$ cat src/hw/fpsc_pkg.sv
// package: offsets, field layout, reset values and carrier types of the fp status/control block
package fpsc_pkg;

  // apb word offsets of the 64-bit register, low word then high word
  localparam logic [11:0] ADDR_LO = 12'h000;
  localparam logic [11:0] ADDR_HI = 12'h004;

  // global layout of the 64-bit register
  localparam int TRAPS_LO  = 0;   // trap-disable bits 5:0
  localparam int TRAPS_W   = 6;
  localparam int SET_W     = 13;  // width of one status set
  localparam int SET_NUM   = 4;
  localparam int SET0_LO   = 6;   // main set 18:6
  localparam int SET1_LO   = 19;  // alternate one 31:19
  localparam int SET2_LO   = 32;  // alternate two 44:32
  localparam int SET3_LO   = 45;  // alternate three 57:45
  localparam int RSV_LO    = 58;  // 63:58 reserved, read zero

  // field positions inside one status set
  localparam int SF_FTZ    = 0;
  localparam int SF_WRE    = 1;
  localparam int SF_PC_LO  = 2;   // 3:2
  localparam int SF_RC_LO  = 4;   // 5:4
  localparam int SF_TD     = 6;
  localparam int SF_FLG_LO = 7;   // 12:7

  // exception order, shared by trap-disable bits and sticky flags
  localparam int EX_INV = 0;
  localparam int EX_DEN = 1;
  localparam int EX_ZDV = 2;
  localparam int EX_OVF = 3;
  localparam int EX_UNF = 4;
  localparam int EX_INX = 5;

  // values after reset
  localparam logic [5:0]  TRAPS_RST = 6'h3f;
  localparam logic [12:0] SET_RST   = 13'h0000;

  // computation model figures
  localparam logic [6:0] PREC_SGL = 7'h18; // 24 bits
  localparam logic [6:0] PREC_DBL = 7'h35; // 53 bits
  localparam logic [6:0] PREC_EXT = 7'h40; // 64 bits
  localparam logic [4:0] EXP_SGL  = 5'h08; // 8 bits
  localparam logic [4:0] EXP_DBL  = 5'h0b; // 11 bits
  localparam logic [4:0] EXP_STK  = 5'h0f; // 15 bits
  localparam logic [4:0] EXP_REG  = 5'h11; // 17 bits

  // precision completer / instruction class of an operation
  typedef enum logic [2:0] {
    FPSC_CLS_SGL,       // single completer
    FPSC_CLS_DBL,       // double completer
    FPSC_CLS_NONE,      // no completer, dynamic precision
    FPSC_CLS_PAR,       // parallel, no completer
    FPSC_CLS_NONPAR     // non-parallel, no completer
  } fpsc_cls_t;

  // rounding direction
  typedef enum logic [1:0] {
    FPSC_RND_NEAR  = 2'b00,
    FPSC_RND_DOWN  = 2'b01,
    FPSC_RND_UP    = 2'b10,
    FPSC_RND_TRUNC = 2'b11
  } fpsc_rnd_t;

  // control query from an arithmetic unit
  typedef struct packed {
    logic      valid;
    logic [1:0] set_sel;
    fpsc_cls_t cls;
  } fpsc_query_t;

  // registered controls handed back
  typedef struct packed {
    logic       valid;
    fpsc_rnd_t  rnd;
    logic [6:0] prec_bits;
    logic [4:0] exp_bits;
    logic       reserved;  // reserved precision encoding chosen
    logic       ftz_now;   // flush applies (ftz set, underflow disabled)
    logic [5:0] disables;  // effective trap disables
  } fpsc_ctl_t;

  // exception report from an arithmetic unit at completion
  typedef struct packed {
    logic       valid;
    logic [1:0] set_sel;
    logic [5:0] exc;         // exceptions detected, denorm bit ignored
    logic       den_used;    // denormal/unnormal entered the calculation
    logic       nan_operand; // a nan operand was present
    logic       tiny;        // result detected tiny
  } fpsc_evt_t;

  // registered outcome of a report
  typedef struct packed {
    logic       fault;   // invalid, denorm or zero-divide fault
    logic       trap;    // overflow, underflow or inexact trap
    logic [5:0] cause;
    logic       flush;   // replace result by signed zero
  } fpsc_exc_t;

  // decoded computation model
  typedef struct packed {
    logic [6:0] prec_bits;
    logic [4:0] exp_bits;
    logic       reserved;
  } fpsc_model_t;

endpackage

$ cat src/hw/fpsc_model_dec.sv
// computation model decoder: precision and exponent range from class, pc and wre
module fpsc_model_dec (
  input  wire fpsc_pkg::fpsc_cls_t   cls,
  input  wire logic [1:0]            pc,
  input  wire logic                  wre,
  output fpsc_pkg::fpsc_model_t      model
);

  // pure decode; the caller registers the result
  always_comb begin
    model = '0;
    unique case (cls)
      fpsc_pkg::FPSC_CLS_SGL: begin
        // completer fixes precision, pc ignored
        model.prec_bits = fpsc_pkg::PREC_SGL;
        model.exp_bits  = wre ? fpsc_pkg::EXP_REG : fpsc_pkg::EXP_SGL;
      end
      fpsc_pkg::FPSC_CLS_DBL: begin
        model.prec_bits = fpsc_pkg::PREC_DBL;
        model.exp_bits  = wre ? fpsc_pkg::EXP_REG : fpsc_pkg::EXP_DBL;
      end
      fpsc_pkg::FPSC_CLS_NONE: begin
        // dynamic precision from the set
        model.exp_bits = wre ? fpsc_pkg::EXP_REG : fpsc_pkg::EXP_STK;
        unique case (pc)
          2'b00: model.prec_bits = fpsc_pkg::PREC_SGL;
          2'b10: model.prec_bits = fpsc_pkg::PREC_DBL;
          2'b11: model.prec_bits = fpsc_pkg::PREC_EXT;
          2'b01: begin
            // reserved: no figures, flagged to the unit
            model.prec_bits = '0;
            model.exp_bits  = '0;
            model.reserved  = 1'b1;
          end
        endcase
      end
      fpsc_pkg::FPSC_CLS_PAR: begin
        // pair of singles, pc and wre ignored
        model.prec_bits = fpsc_pkg::PREC_SGL;
        model.exp_bits  = fpsc_pkg::EXP_SGL;
      end
      fpsc_pkg::FPSC_CLS_NONPAR: begin
        model.prec_bits = fpsc_pkg::PREC_EXT;
        model.exp_bits  = fpsc_pkg::EXP_REG;
      end
      default: begin
        // illegal class code: all zero, marked reserved
        model.reserved = 1'b1;
      end
    endcase
  end

endmodule // fpsc_model_dec

$ cat src/hw/fpsc_top.sv
// fp status/control register bank with apb access and arithmetic-unit ports
//
// The address map and the APB interface to the registers are this design's own decisions.

// Notes on behaviour
// - one main set plus three alternate sets
// - traps, four sets, reserved top bits layout
// - bits 0..2 disable invalid, denorm, zdiv faults
// - bits 3..5 disable overflow, underflow, inexact traps
// - set fields: ftz, wre, pc, rc, override
// - set bits 12:7 are sticky exception flags
// - denorm flag only when used in calculation
// - only executing exceptions raise; writes never
// - flush tiny results to signed zero
// - enabled underflow wins; ftz then ignored
// - flush sets underflow, inexact; inexact may trap
// - rounding field selects one of four directions
// - single/double completer fixes precision; range too unless wre
// - no completer: pc picks precision, 01 reserved
// - parallel without completer: two singles
// - non-parallel without completer: 64/17 bits
// - override set treats all traps disabled
// - main set override reads zero always
module fpsc_top (
  input  wire logic                 pclk,
  input  wire logic                 presetn,
  input  wire logic [11:0]          paddr,
  input  wire logic                 psel,
  input  wire logic                 penable,
  input  wire logic                 pwrite,
  input  wire logic [31:0]          pwdata,
  input  wire logic [3:0]           pstrb,
  output logic [31:0]               prdata,
  output logic                      pready,
  output logic                      pslverr,
  input  wire fpsc_pkg::fpsc_query_t query,
  output fpsc_pkg::fpsc_ctl_t       ctl,
  input  wire fpsc_pkg::fpsc_evt_t  evt,
  output fpsc_pkg::fpsc_exc_t       exc
);

  // storage
  logic [5:0]  traps_reg;                    // global trap disables
  logic [12:0] set_reg [fpsc_pkg::SET_NUM];  // four status sets
  logic [31:0] prdata_reg;                   // read data
  logic        pready_reg;                   // one wait state then ready
  logic        pslverr_reg;                  // unmapped address answer
  fpsc_pkg::fpsc_ctl_t ctl_reg;              // registered control answer
  fpsc_pkg::fpsc_exc_t exc_reg;              // registered exception outcome

  // bus decode
  logic        hit_lo;        // address names the low word
  logic        hit_hi;        // address names the high word
  logic        mapped;        // either word
  logic        bus_done;      // completing access edge
  logic        wr_done;       // completing mapped write
  logic [63:0] img;           // current 64-bit view
  logic [63:0] img_wr;        // view after the pending write
  logic [63:0] lane_mask;     // bits touched by the write

  // event side
  logic [12:0] evt_set;       // the set the report addresses
  logic [5:0]  evt_off;       // effective disables of that set
  logic        evt_flush;     // result flushed to zero
  logic [5:0]  evt_flags;     // flags the report records
  logic [5:0]  evt_raise;     // enabled exceptions that interrupt

  // query side
  logic [12:0]             q_set;    // the set the query addresses
  fpsc_pkg::fpsc_model_t   q_model;  // decoded computation model

  // ---------------------------------------------------------------
  // register image
  // ---------------------------------------------------------------

  // assemble the 64-bit view; reserved bits and main override read zero
  always_comb begin
    img = '0;
    img[fpsc_pkg::TRAPS_LO +: fpsc_pkg::TRAPS_W] = traps_reg;
    img[fpsc_pkg::SET0_LO +: fpsc_pkg::SET_W]    = set_reg[0];
    img[fpsc_pkg::SET1_LO +: fpsc_pkg::SET_W]    = set_reg[1];
    img[fpsc_pkg::SET2_LO +: fpsc_pkg::SET_W]    = set_reg[2];
    img[fpsc_pkg::SET3_LO +: fpsc_pkg::SET_W]    = set_reg[3];
    // main override is never stored as one, so it already reads zero
    img[63:fpsc_pkg::RSV_LO] = '0;
  end

  // ---------------------------------------------------------------
  // apb slave
  // ---------------------------------------------------------------

  // address decode on aligned words only
  assign hit_lo   = (paddr == fpsc_pkg::ADDR_LO);
  assign hit_hi   = (paddr == fpsc_pkg::ADDR_HI);
  assign mapped   = hit_lo | hit_hi;
  // the access completes on the edge where our ready is seen high
  assign bus_done = psel & penable & pready_reg;
  assign wr_done  = bus_done & pwrite & mapped;

  // byte lanes of the write mapped onto the 64-bit view
  always_comb begin
    lane_mask = '0;
    for (int b = 0; b < 4; b++) begin
      if (pstrb[b]) begin
        if (hit_lo) begin
          lane_mask[b*8 +: 8] = 8'hff;
        end else if (hit_hi) begin
          lane_mask[32 + b*8 +: 8] = 8'hff;
        end
      end
    end
  end

  // merged view after the write; unwritten bytes keep their value
  assign img_wr = (img & ~lane_mask) | ({pwdata, pwdata} & lane_mask);

  // ready handshake: first access cycle waits, second completes
  always_ff @(posedge pclk or negedge presetn) begin
    if (!presetn) begin
      pready_reg <= 1'b0;
    end else if (psel && penable && !pready_reg) begin
      pready_reg <= 1'b1;
    end else begin
      // drop right after completion so back-to-back transfers wait again
      pready_reg <= 1'b0;
    end
  end

  // read data and error are latched while ready rises
  always_ff @(posedge pclk or negedge presetn) begin
    if (!presetn) begin
      prdata_reg  <= '0;
      pslverr_reg <= 1'b0;
    end else if (psel && penable && !pready_reg) begin
      pslverr_reg <= !mapped;
      if (pwrite || !mapped) begin
        // writes and unmapped reads return zero
        prdata_reg <= '0;
      end else if (hit_lo) begin
        prdata_reg <= img[31:0];
      end else begin
        prdata_reg <= img[63:32];
      end
    end else begin
      prdata_reg  <= '0;
      pslverr_reg <= 1'b0;
    end
  end

  // ---------------------------------------------------------------
  // global trap disables
  // ---------------------------------------------------------------

  // software only; hardware never changes them
  always_ff @(posedge pclk or negedge presetn) begin
    if (!presetn) begin
      traps_reg <= fpsc_pkg::TRAPS_RST;
    end else if (wr_done) begin
      traps_reg <= img_wr[fpsc_pkg::TRAPS_LO +: fpsc_pkg::TRAPS_W];
    end
  end

  // ---------------------------------------------------------------
  // event decode for the addressed set
  // ---------------------------------------------------------------

  // the report selects its set by the two-bit selector
  assign evt_set = set_reg[evt.set_sel];

  // effective disables: override forces all six off
  assign evt_off = evt_set[fpsc_pkg::SF_TD] ? 6'h3f : traps_reg;

  always_comb begin
    evt_flags = evt.exc;
    // denorm flag only when the operand really entered the arithmetic
    evt_flags[fpsc_pkg::EX_DEN] = evt.den_used & ~evt.nan_operand;
    // flush needs ftz and a disabled underflow; enabled underflow wins
    evt_flush = evt.tiny & evt_set[fpsc_pkg::SF_FTZ]
                & evt_off[fpsc_pkg::EX_UNF];
    if (evt_flush) begin
      evt_flags[fpsc_pkg::EX_UNF] = 1'b1;
      evt_flags[fpsc_pkg::EX_INX] = 1'b1;
    end
    // only enabled exceptions of an executing operation interrupt
    evt_raise = evt.valid ? (evt_flags & ~evt_off) : 6'h00;
  end

  // ---------------------------------------------------------------
  // status sets, one per generate entry
  // ---------------------------------------------------------------

  // a hardware flag set in the same cycle as a software write wins
  for (genvar g = 0; g < fpsc_pkg::SET_NUM; g++) begin : g_set
    localparam int LO = (g == 0) ? fpsc_pkg::SET0_LO :
                        (g == 1) ? fpsc_pkg::SET1_LO :
                        (g == 2) ? fpsc_pkg::SET2_LO : fpsc_pkg::SET3_LO;
    logic [12:0] set_next;  // after write and event merge
    logic        hit_evt;   // report addresses this set

    assign hit_evt = evt.valid && (evt.set_sel == 2'(g));

    always_comb begin
      set_next = set_reg[g];
      if (wr_done) begin
        // software may write controls and flags; no interruption follows
        set_next = img_wr[LO +: fpsc_pkg::SET_W];
      end
      if (hit_evt) begin
        // sticky: events only ever add flags
        set_next[fpsc_pkg::SF_FLG_LO +: 6] =
          set_next[fpsc_pkg::SF_FLG_LO +: 6] | evt_flags;
      end
      if (g == 0) begin
        // main set has no override
        set_next[fpsc_pkg::SF_TD] = 1'b0;
      end
    end

    // one register per set
    always_ff @(posedge pclk or negedge presetn) begin
      if (!presetn) begin
        set_reg[g] <= fpsc_pkg::SET_RST;
      end else begin
        set_reg[g] <= set_next;
      end
    end
  end

  // ---------------------------------------------------------------
  // exception outcome
  // ---------------------------------------------------------------

  // faults stop the operation, so a fault hides any trap of the same report
  always_ff @(posedge pclk or negedge presetn) begin
    if (!presetn) begin
      exc_reg <= '0;
    end else if (evt.valid) begin
      exc_reg.fault <= |evt_raise[fpsc_pkg::EX_ZDV:fpsc_pkg::EX_INV];
      exc_reg.trap  <= ~|evt_raise[fpsc_pkg::EX_ZDV:fpsc_pkg::EX_INV]
                       & |evt_raise[fpsc_pkg::EX_INX:fpsc_pkg::EX_OVF];
      exc_reg.cause <= evt_raise;
      exc_reg.flush <= evt_flush;
    end else begin
      // outcome is a one-cycle pulse
      exc_reg <= '0;
    end
  end

  // ---------------------------------------------------------------
  // control query
  // ---------------------------------------------------------------

  // the query selects its set by the same selector
  assign q_set = set_reg[query.set_sel];

  // computation model decode kept in its own module
  fpsc_model_dec u_model (
    .cls   (query.cls),
    .pc    (q_set[fpsc_pkg::SF_PC_LO +: 2]),
    .wre   (q_set[fpsc_pkg::SF_WRE]),
    .model (q_model)
  );

  // answer one cycle after the query; controls seen before any same-cycle write
  always_ff @(posedge pclk or negedge presetn) begin
    if (!presetn) begin
      ctl_reg <= '0;
    end else if (query.valid) begin
      ctl_reg.valid     <= 1'b1;
      ctl_reg.rnd       <= fpsc_pkg::fpsc_rnd_t'(q_set[fpsc_pkg::SF_RC_LO +: 2]);
      ctl_reg.prec_bits <= q_model.prec_bits;
      ctl_reg.exp_bits  <= q_model.exp_bits;
      ctl_reg.reserved  <= q_model.reserved;
      // ftz only effective when underflow is disabled
      ctl_reg.ftz_now   <= q_set[fpsc_pkg::SF_FTZ]
                           & (q_set[fpsc_pkg::SF_TD] | traps_reg[fpsc_pkg::EX_UNF]);
      ctl_reg.disables  <= q_set[fpsc_pkg::SF_TD] ? 6'h3f : traps_reg;
    end else begin
      ctl_reg <= '0;
    end
  end

  // ---------------------------------------------------------------
  // outputs, all from flip-flops
  // ---------------------------------------------------------------
  assign prdata  = prdata_reg;
  assign pready  = pready_reg;
  assign pslverr = pslverr_reg;
  assign ctl     = ctl_reg;
  assign exc     = exc_reg;

endmodule // fpsc_top

$ cat config.mk
export PLATFORM = sky130hd
export DESIGN_NAME = fpsc_top
export DESIGN_NICKNAME = d
export VERILOG_FILES = /design/src/hw/fpsc_pkg.sv /design/src/hw/fpsc_model_dec.sv /design/src/hw/fpsc_top.sv
export SDC_FILE = /design/constraint.sdc
export NUM_CORES = 1
export LEC_CHECK = 0
export ABC_AREA = 1
export BUFFER_PORTS_ARGS = -buffer_cell sky130_fd_sc_hd__clkbuf_2
export CAP_MARGIN = 5
export CORE_MARGIN = 2
export CORE_UTILIZATION = 35
export DETAILED_ROUTE_END_ITERATION = 10
export PLACE_DENSITY_LB_ADDON = 0.08
export SLEW_MARGIN = 20
export SYNTH_ARGS = -nofsm -noshare
export SYNTH_HDL_FRONTEND = slang
export SYNTH_SLANG_ARGS = --single-unit
$ cat constraint.sdc
create_clock -name pclk -period 1.3 [get_ports pclk]
set_input_delay 0.13 -clock pclk [delete_from_list [all_inputs] [get_ports pclk]]
set_output_delay 0.13 -clock pclk [all_outputs]
set_load 0.02 [all_outputs]
==> qor.yml, run 1 <==
num_rows: 45
cap_violations: 0
power.density_nw_per_um2: 1140
hpwl_um: 11500
async_flop_share_pct: 100
start_util_pct: 35.6
dominantRegCellSynth: "dfrtp_1"
ys_warn_count: 0
finalHoldViolations: 0
wl_met2_um: 7740
grt_pass1_vias: 4904
setup_slack_ns: -0.0654
track_usage_pct: 20.5
layout_commonest_cell: "clkbuf_2"
start_kind: "flop"
finalCriticalPeriod_ns: 1.37
syn_inst: 617
rsz0062_at_grt: "true"
area_delta_synth_final_pct: 47.6
fp.coreArea_um2: 15100
final_util_pct: 52.5
clock-sinks: 120
place_congestion: 0.923
peakVddDrop_v: 0.000953
wl_um: 16300
final_cell_mix: "clkbuf_2, nand2_1, dfrtp_1"
cts_buffers: 17
synth-seq-cells: 120
crit_type: "reg2reg"
finalSetupViolations: 18
drc_errors: 0
worstPathMaxFanout: 7
drt-initial-drc-count: 250
grt-ovfl-total: 0
worst_ep_required_time_ns: 1.59
netlist_area_um2: 5370
min_period_over_period_pct: 105
endpoint_kind: "flop"
diodes: 0
detail_route.wl_per_cell_um: 15.5
antenna_found_initial: 0
grt_pass1_wl_um: 25300
cts.path.max_buffers: 2
slew_headroom_pct: 24.9
hp-class: "in2reg"
met1_length_um: 7460
die_w_um: 128
dr.pass1.iters: 4
cp.arrival_ns: 1.66
ys_seq_area_share_pct: 56.1
synth_edf_count: 0
wl_met3_um: 719
fp.dieH_um: 128
drive_above_1_share_pct: 38.4
htreeDepth: 4
syn_nets: 688
grt_max_degree: 37
fmax_mhz: 732
clk_pin_slew_ns: 0.06
avgViaCountPerCell: 4.68
dp_slack_ns: -0.0939
dieArea_um2: 16300
io_buffer_count: 134
ios: 137
clockRootBuffer: "clkbuf_16"
fin_worst_skew_ns: 0.00862
cts_tree: "yes"
ant_nets: 0
outcome: "finished with violations"
avgSynthCellArea_um2: 8.70
tightestPinTransition_ns: 1.12
hold_ws_ns: 0.0369
fin_nets: 919
top_layer: "met4"
yosysUniqueCellTypes: 38
clock_latency_ns: 0.42
p_leak_uw: 0.00416
drv_slew: 0
vias: 4907
tns_ns: -0.506
violations: "setup timing"
==> cells by family after synthesis <==
logic type | Yosys count | synth area share, %
compound gates | 89 | 10.0
buf+inv | 95 | 8.37
flops | 120 | 56.1
other cells | 1 | 0.0699
simple gates | 312 | 25.5
==> through the flow <==
stage | cell area (um^2) | total power (uW) | std cells
floorplan | 5420 | 4260 | 617
global placement | 6560 | 4650 | 964
detailed placement | 6560 | 4660 | 964
CTS | 7620 | 9120 | 1041
global route | 7930 | 9440 | 1049
finish | 7930 | 9070 | 1049
==> power breakdown <==
| part | total [uW] | internal (uW) | switching (uW) |
|---|---|---|---|
| sequential | 3890 | 3840 | 53.6 |
| combinational | 841 | 350 | 491 |
| clock | 4330 | 2660 | 1670 |
==> final cells by class <==
cell class                      instances  area (um^2)
Clock inverter                         12          103
Clock buffer                           20          447
Sequential cell                       120         3010
Fill cell                            1429         7160
Multi-Input combinational cell        407         2260
Inverter                               74          293
Timing Repair Buffer                  228         1580
Tap cell                              188          235
==> worst max-delay path: stages (launching register included) <==
cell      delay, ns
dfrtp_2        0.40
nand4_4        0.11
buf_6          0.15
nor2_4         0.21
nand3_4        0.18
nand2_1        0.10
o211ai_1       0.08
==> Yosys cell counts (2+ instances only) <==
cell type / instances / area share (%)
o211ai_1: 9 / 1.3
nor2_1: 87 / 6.1
nor3_1: 6 / 0.56
dfrtp_1: 114 / 53
nand2_4: 4 / 0.84
o21ai_0: 15 / 1.4
nand4_1: 2 / 0.23
o211ai_2: 2 / 0.47
inv_1: 69 / 4.8
o21ai_1: 33 / 3.1
buf_4: 6 / 0.84
nand3_2: 4 / 0.75
buf_6: 8 / 1.7
nand2_1: 151 / 11
nand2_2: 2 / 0.23
nor2_4: 2 / 0.42
nand3_1: 40 / 3.7
a21oi_1: 13 / 1.2
dfstp_2: 6 / 2.9
inv_2: 4 / 0.28
o21ai_2: 12 / 2.0
nor2_2: 7 / 0.82
clkbuf_1: 3 / 0.21
buf_2: 4 / 0.37
==> path summary, 6_finish.rpt <==
kind | startpoint | end | slack, ns | cells past startpoint
min in group asynchronous | presetn | img[54] | 0.18 | 2
max in group asynchronous | presetn | prdata[28] | 0.54 | 3
max | pready | img[41] | -0.07 | 6
min | query[1] | ctl[16] | 0.04 | 3
min reg2reg | flop | flop | 0.48 | 2
max reg2reg | pready | img[41] | -0.07 | 6
==> repair_timing <==
item | in CTS | in global routing
gates resized for setup | 14 | 74
setup endpoints to repair | 42 | 87
gates cloned | 2 | 4
hold endpoints to repair | 146 | 0
hold buffers | 35 | 0
buffers inserted | 8 | 5
pin swaps | 8 | 24
==> per-layer routing <==
metal | up-vias | track usage [%]
met3 | 23 | 4.42
met4 | 0 | 7.05
met2 | 136 | 33.0
met1 | 2316 | 27.5
met5 | - | 0
li1 | 2432 | -
Note: power is estimated with default switching activity, not from simulation.
==> run 2, diff against run 1 <==
--- a/config.mk
+++ b/config.mk
@@ -12,7 +12,10 @@
 export CORE_UTILIZATION = 35
 export DETAILED_ROUTE_END_ITERATION = 10
 export PLACE_DENSITY_LB_ADDON = 0.08
+export SETUP_SLACK_MARGIN = 0.05
+export SKIP_LAST_GASP = 1
 export SLEW_MARGIN = 20
 export SYNTH_ARGS = -nofsm -noshare
 export SYNTH_HDL_FRONTEND = slang
 export SYNTH_SLANG_ARGS = --single-unit
+export TNS_END_PERCENT = 1
==> run 2 against run 1 <==
  * Routed wire length shrank 0.31%
  * Largest power group unchanged
  * The flow still finishes with violations (setup timing)
  * Highest routed layer unchanged
  * Die area is the same
  * Fmax shrank 0.22%
  * Clock-buffer cell count shrank 1
  * Non-clock buffer count shrank 9
  * Combinational power shrank 5.7%
  * Sequential share of layout area grew 1.0 points
==> qor.yml, run 2 (synthesized netlist as in run 1, its figures left out) <==
outcome: "finished with violations"
violations: "setup timing"
die_w_um: 128
cp.arrival_ns: 1.70
setup_slack_ns: -0.0683
area_delta_synth_final_pct: 43.8
critPathSlowestCell: "dfrtp_2"
detail_route.wl_per_cell_um: 15.7
rsz0062_at_grt: "true"
finalHoldViolations: 0
finalCriticalPeriod_ns: 1.37
min_period_over_period_pct: 105
cts_tree: "yes"
grt_max_degree: 49
finalSetupViolations: 35
ant_nets: 0
clock-sinks: 120
drc_errors: 0
start_kind: "flop"
antenna_found_initial: 0
dp.cells: 964
fp.coreArea_um2: 15100
grt_pass1_vias: 4829
fmax_mhz: 731
hp-class: "in2reg"
power.density_nw_per_um2: 1240
grt-ovfl-total: 0
num_rows: 45
clk_pin_slew_ns: 0.06
io_buffer_count: 134
htreeDepth: 4
wl_um: 16200
p_leak_uw: 0.00412
path_cells: "nand4_4 > nor2_4 > nand3_4 > clkbuf_16 > o21ai_1"
grt_pass1_wl_um: 25000
worstPathMaxFanout: 8
final_cell_mix: "nand2_1, clkbuf_2, dfrtp_1"
worst_ep_required_time_ns: 1.63
slew_headroom_pct: 36.9
crit_start: "pready"
avgViaCountPerCell: 4.77
reg2reg_from: "pready"
hold_ws_ns: 0.0209
clockRootBuffer: "clkbuf_16"
cts_buffers: 17
placed_cell_area_um2: 6560
final_area_um2: 7720
diodes: 0
start_util_pct: 35.6
vias: 4939
instances_no_fill: 1036
ios: 137
cts.path.max_buffers: 2
hpwl_um: 11500
drive_above_1_share_pct: 33.6
dr.pass1.iters: 7
track_usage_pct: 20.1
clock_latency_ns: 0.42
fin_worst_skew_ns: 0.0117
peakVddDrop_v: 0.000879
drt-initial-drc-count: 407
crit_type: "reg2reg"
fin_nets: 906
cap_violations: 0
drv_slew: 0
holdCritStartpoint: "pwdata[19]"
dieArea_um2: 16300
place_congestion: 0.896
final_util_pct: 51.2
tightestPinTransition_ns: 0.939
layout_commonest_cell: "nand2_1"
max_stage_delay_ns: 0.42
endpoint_kind: "flop"
fp.dieH_um: 128
-- run 2: cell types whose count changed in the layout (fill, tap and decap cells not counted), moves of 4 or more --
cell and delta:
buf_4 -6, buf_6 -4, clkinv_2 -4, nand2_1 +18, nand2_2 -13, nand2_4 -4
nand3_1 +12, nand3_2 -12, o21ai_0 +7, o21ai_1 -7
-- run 2: final cells by class --
type	instances	area (um^2)
Sequential cell	120	3010
Fill cell	1456	7370
Timing Repair Buffer	219	1530
Clock inverter	13	169
Clock buffer	19	453
Inverter	74	289
Multi-Input combinational cell	403	2030
Tap cell	188	235
-- run 2: worst max-delay path, delay by kind of cell, from the launching register on --
kind	cells	cell delay (ns)
and+or+nand+nor	3	0.49
buffers and inverters	1	0.20
AOI/OAI and AO/OA	1	0.16
DFF	1	0.42
-- run 2: final timing paths --
path / end / slack (ns) / depth (start not counted)
worst max-delay path: flop / -0.07 / 5
worst min-delay path: flop / 0.02 / 3
worst max register to register: flop / -0.07 / 5
worst min register to register: flop / 0.49 / 2
max in group asynchronous: async pin / 0.58 / 3
min in group asynchronous: prdata[22] / 0.15 / 2
-- run 2: power breakdown --
part           total, uW  internal, uW  switching, uW
registers           3880          3840           47.3
clock network       4910          3130           1780
logic                793           323            470
-- run 2: what timing repair did --
| item | 4_1_cts | 5_1_grt |
|---|---|---|
| setup endpoints to repair | 72 | 106 |
| gates resized for setup | 2 | 22 |
| setup buffers | 0 | 4 |
| hold buffers | 33 | 0 |
| pin swaps | 0 | 6 |
| hold endpoints to repair | 163 | 0 |
| gates cloned | 0 | 3 |
-- run 2: routing by layer --
metal	GRT usage (%)	part of all wire (%)	vias up
li1	-	-	2404
met2	33.6	48	168
met4	7.30	2.0	0
met5	0	0	-
met3	4.63	6.2	24
met1	25.7	44	2343
-- run 2: through the flow --
stage               setup TNS, ns  total power [uW]  setup WS (ns)
floorplan                       0              4260        0.00443
global placement           -0.665              4640        -0.0417
detailed placement          -2.02              4660        -0.0864
CTS                        -0.838              9650        -0.0547
global route                -7.09              9940         -0.146
finish                      -1.01              9590        -0.0683
==> run 3, diff against run 2 <==
--- a/config.mk
+++ b/config.mk
@@ -5,7 +5,6 @@
 export SDC_FILE = /design/constraint.sdc
 export NUM_CORES = 1
 export LEC_CHECK = 0
-export ABC_AREA = 1
 export BUFFER_PORTS_ARGS = -buffer_cell sky130_fd_sc_hd__clkbuf_2
 export CAP_MARGIN = 5
 export CORE_MARGIN = 2
==> run 3 against run 2 <==
  * The flow still finishes with violations (setup timing)
  * Core utilization up 0.27 points
  * Total power about the same
  * Via count down 7.7%
  * Largest cell class unchanged
  * Highest routed layer unchanged
  * Fmax down 11%
  * Synthesized area down 0.86%
  * Synthesized cell count down 24%
  * First-iteration DRC count down 31%
  * Register-to-register slack worse by 0.17 ns
  * Clock-buffer cell count up 7
  * Design area up 0.15%
  * Largest power group unchanged
==> qor.yml, run 3 <==
fmax_mhz: 648
cts.path.max_buffers: 2
cts_tree: "yes"
synth_top_area_share_pct: 53.6
syn_nets: 540
synth_top_family_by_area: "simple AND/OR/NAND/NOR gates"
slew_headroom_pct: 54.8
antenna_found_initial: 0
netlist_area_um2: 5320
grt_pass1_vias: 4647
synth-seq-cells: 120
rsz0062_at_grt: "true"
vias: 4558
tightestPinTransition_ns: 0.674
fp.dieH_um: 127
instances_no_fill: 901
clockPowerShare_pct: 52.3
drt-initial-drc-count: 282
combPwrFrac_pct: 7.4
area_delta_synth_final_pct: 45.3
dominantRegCellSynth: "dfrtp_1"
synth_adder_area_share_pct: 0
start_kind: "flop"
netlist_top_cells_count: "dfrtp_1, nand2_1, o21ai_0, mux2_2, a21oi_2"
peakVddDrop_v: 0.000886
p_leak_uw: 0.00377
layout_commonest_cell: "clkbuf_2"
violations: "setup timing"
diodes: 0
r2r_setup_slack_ns: -0.24
min_period_over_period_pct: 119
syn_inst: 469
io_buffer_count: 134
finalHoldViolations: 0
worstPathMaxFanout: 2
ys_seq_area_share_pct: 56.6
drive_above_1_share_pct: 45.6
yosys-top-cells-area: "dfrtp_1, nand2_1, mux2_2"
grt_pass1_wl_um: 25600
min_path_cells: 3
avgViaCountPerCell: 5.06
hp-class: "in2reg"
ios: 137
clock-sinks: 120
die_w_um: 127
clk_pin_slew_ns: 0.06
dp.cells: 840
final_cell_mix: "clkbuf_2, dfrtp_1, buf_4"
cts_buffers: 17
cap_violations: 0
synth.most_common_cell: "dfrtp_1"
place_congestion: 0.831
drc_errors: 0
fp.coreArea_um2: 15000
finalSetupViolations: 94
synthMuxAreaShare_pct: 10.1
endpoint_kind: "flop"
synthXorXnorAreaFrac_pct: 0
yosysTopAreaCell: "dfrtp_1"
grt_max_degree: 44
clockRootBuffer: "clkbuf_16"
reg2regPathDepth: 4
finalCriticalPeriod_ns: 1.54
drv_slew: 0
ant_nets: 0
seqPwrFrac_pct: 40.3
dr.pass1.iters: 4
cell_internal_pwr_uw: 7500
setup_slack_ns: -0.243
ys_warn_count: 0
worst_ep_required_time_ns: 1.64
hpwl_um: 12400
synth_edf_count: 0
start_util_pct: 35.4
outcome: "finished with violations"
synth_compound_area_share_pct: 11.6
grt-ovfl-total: 0
dieArea_um2: 16200
num_rows: 45
fin_worst_skew_ns: 0.00993
cp.arrival_ns: 1.89
yosys.area_share.simple_pct: 18.1
tns_ns: -11.26
crit_type: "reg2reg"
htreeDepth: 4
clock_latency_ns: 0.42
power_switching_uw: 2090
async_flop_share_pct: 100
power.density_nw_per_um2: 1240
fin_nets: 771
reg2reg_to: "exc[7]"
avgSynthCellArea_um2: 11.3
yosysUniqueCellTypes: 52
sw_frac_of_total_pct: 21.8
wl_um: 16400
detail_route.wl_per_cell_um: 18.2
track_usage_pct: 21.2
endpoint: "exc[7]"
==> run 3: cell types whose count changed in the layout (fill, tap and decap cells not counted), sizes merged, moves of 11 or more <==
cell   before  now
nand2     158   72
nor2       96   12
inv        75   14
o21ai      60   26
mux2        0   30
buf        51   79
nand3      44   21
a21oi      13   34
and3        0   16
nand4       3   14
==> run 3: metrics by stage <==
stage / area [um^2] / hold WS (ns) / util [%] / worst slack (ns) / power [uW]
floorplan: 5340 / -0.166 / - / -0.314 / 4170
global placement: 6770 / 0.0756 / 45.0 / -0.338 / 4560
detailed placement: 6770 / 0.0843 / 45.0 / -0.412 / 4570
CTS: 7720 / 0.000642 / 51.4 / -0.239 / 9680
global route: 7730 / 0.0281 / 51.4 / -0.294 / 9900
finish: 7730 / 0.0274 / 51.4 / -0.243 / 9590
==> run 3: worst min path at each step <==
stage               start    endpoint  slack, ns
3_3_place_gp      presetn  prdata[13]       0.08
3_5_place_dp      presetn  prdata[13]       0.08
4_1_cts         pwdata[9]        flop     0.0006
2_1_floorplan     presetn   async pin      -0.17
5_1_grt        pwdata[31]     img[31]       0.03
6_report       pwdata[12]     img[44]       0.03
==> run 3: kinds of logic after synthesis <==
| family | Yosys count |
|---|---|
| and+or+nand+nor | 177 |
| DFF | 120 |
| AOI/OAI and AO/OA | 90 |
| buffers and inverters | 41 |
| muxes | 40 |
| other | 1 |
==> run 3: worst max-delay path: stages (launching register included) <==
cell and delay, ns:
dfstp_2 0.53, inv_1 0.04, a222oi_1 0.36, or3b_4 0.43, o21ai_2 0.11
==> run 3: cell type report <==
type	instances	area, um^2
fill	1396	7300
sequential	120	3010
multi-input combinational	308	2180
timing repair buffer	239	1620
clock buffer	26	529
tap	188	235
clock inverter	6	109
inverter	14	52.6
==> run 3: power by group through the flow <==
| stage | Combinational [uW] | Clock [uW] | Sequential, uW |
|---|---|---|---|
| global route | 779 | 5250 | 3870 |
| finish | 709 | 5020 | 3860 |
| CTS | 717 | 5100 | 3860 |
| floorplan | 214 | 0 | 3960 |
| detailed placement | 646 | 0 | 3930 |
| global placement | 636 | 0 | 3930 |
==> run 3: repair_timing <==
action / in CTS / in global routing
hold buffers: 26 / 1
setup buffers: 2 / 0
endpoints found under the setup margin: 111 / 112
resized for setup: 12 / 0
pin swaps: 4 / 0
endpoints found under the hold margin: 86 / 1
==> run 3: layer usage <==
layer | vias to the layer above | global-route usage [%] | wire [um]
li1 | 2137 | - | -
met3 | 11 | 4.10 | 833
met5 | - | 0 | 0
met1 | 2250 | 28.8 | 7410
met4 | 0 | 7.30 | 142
met2 | 160 | 34.1 | 8020
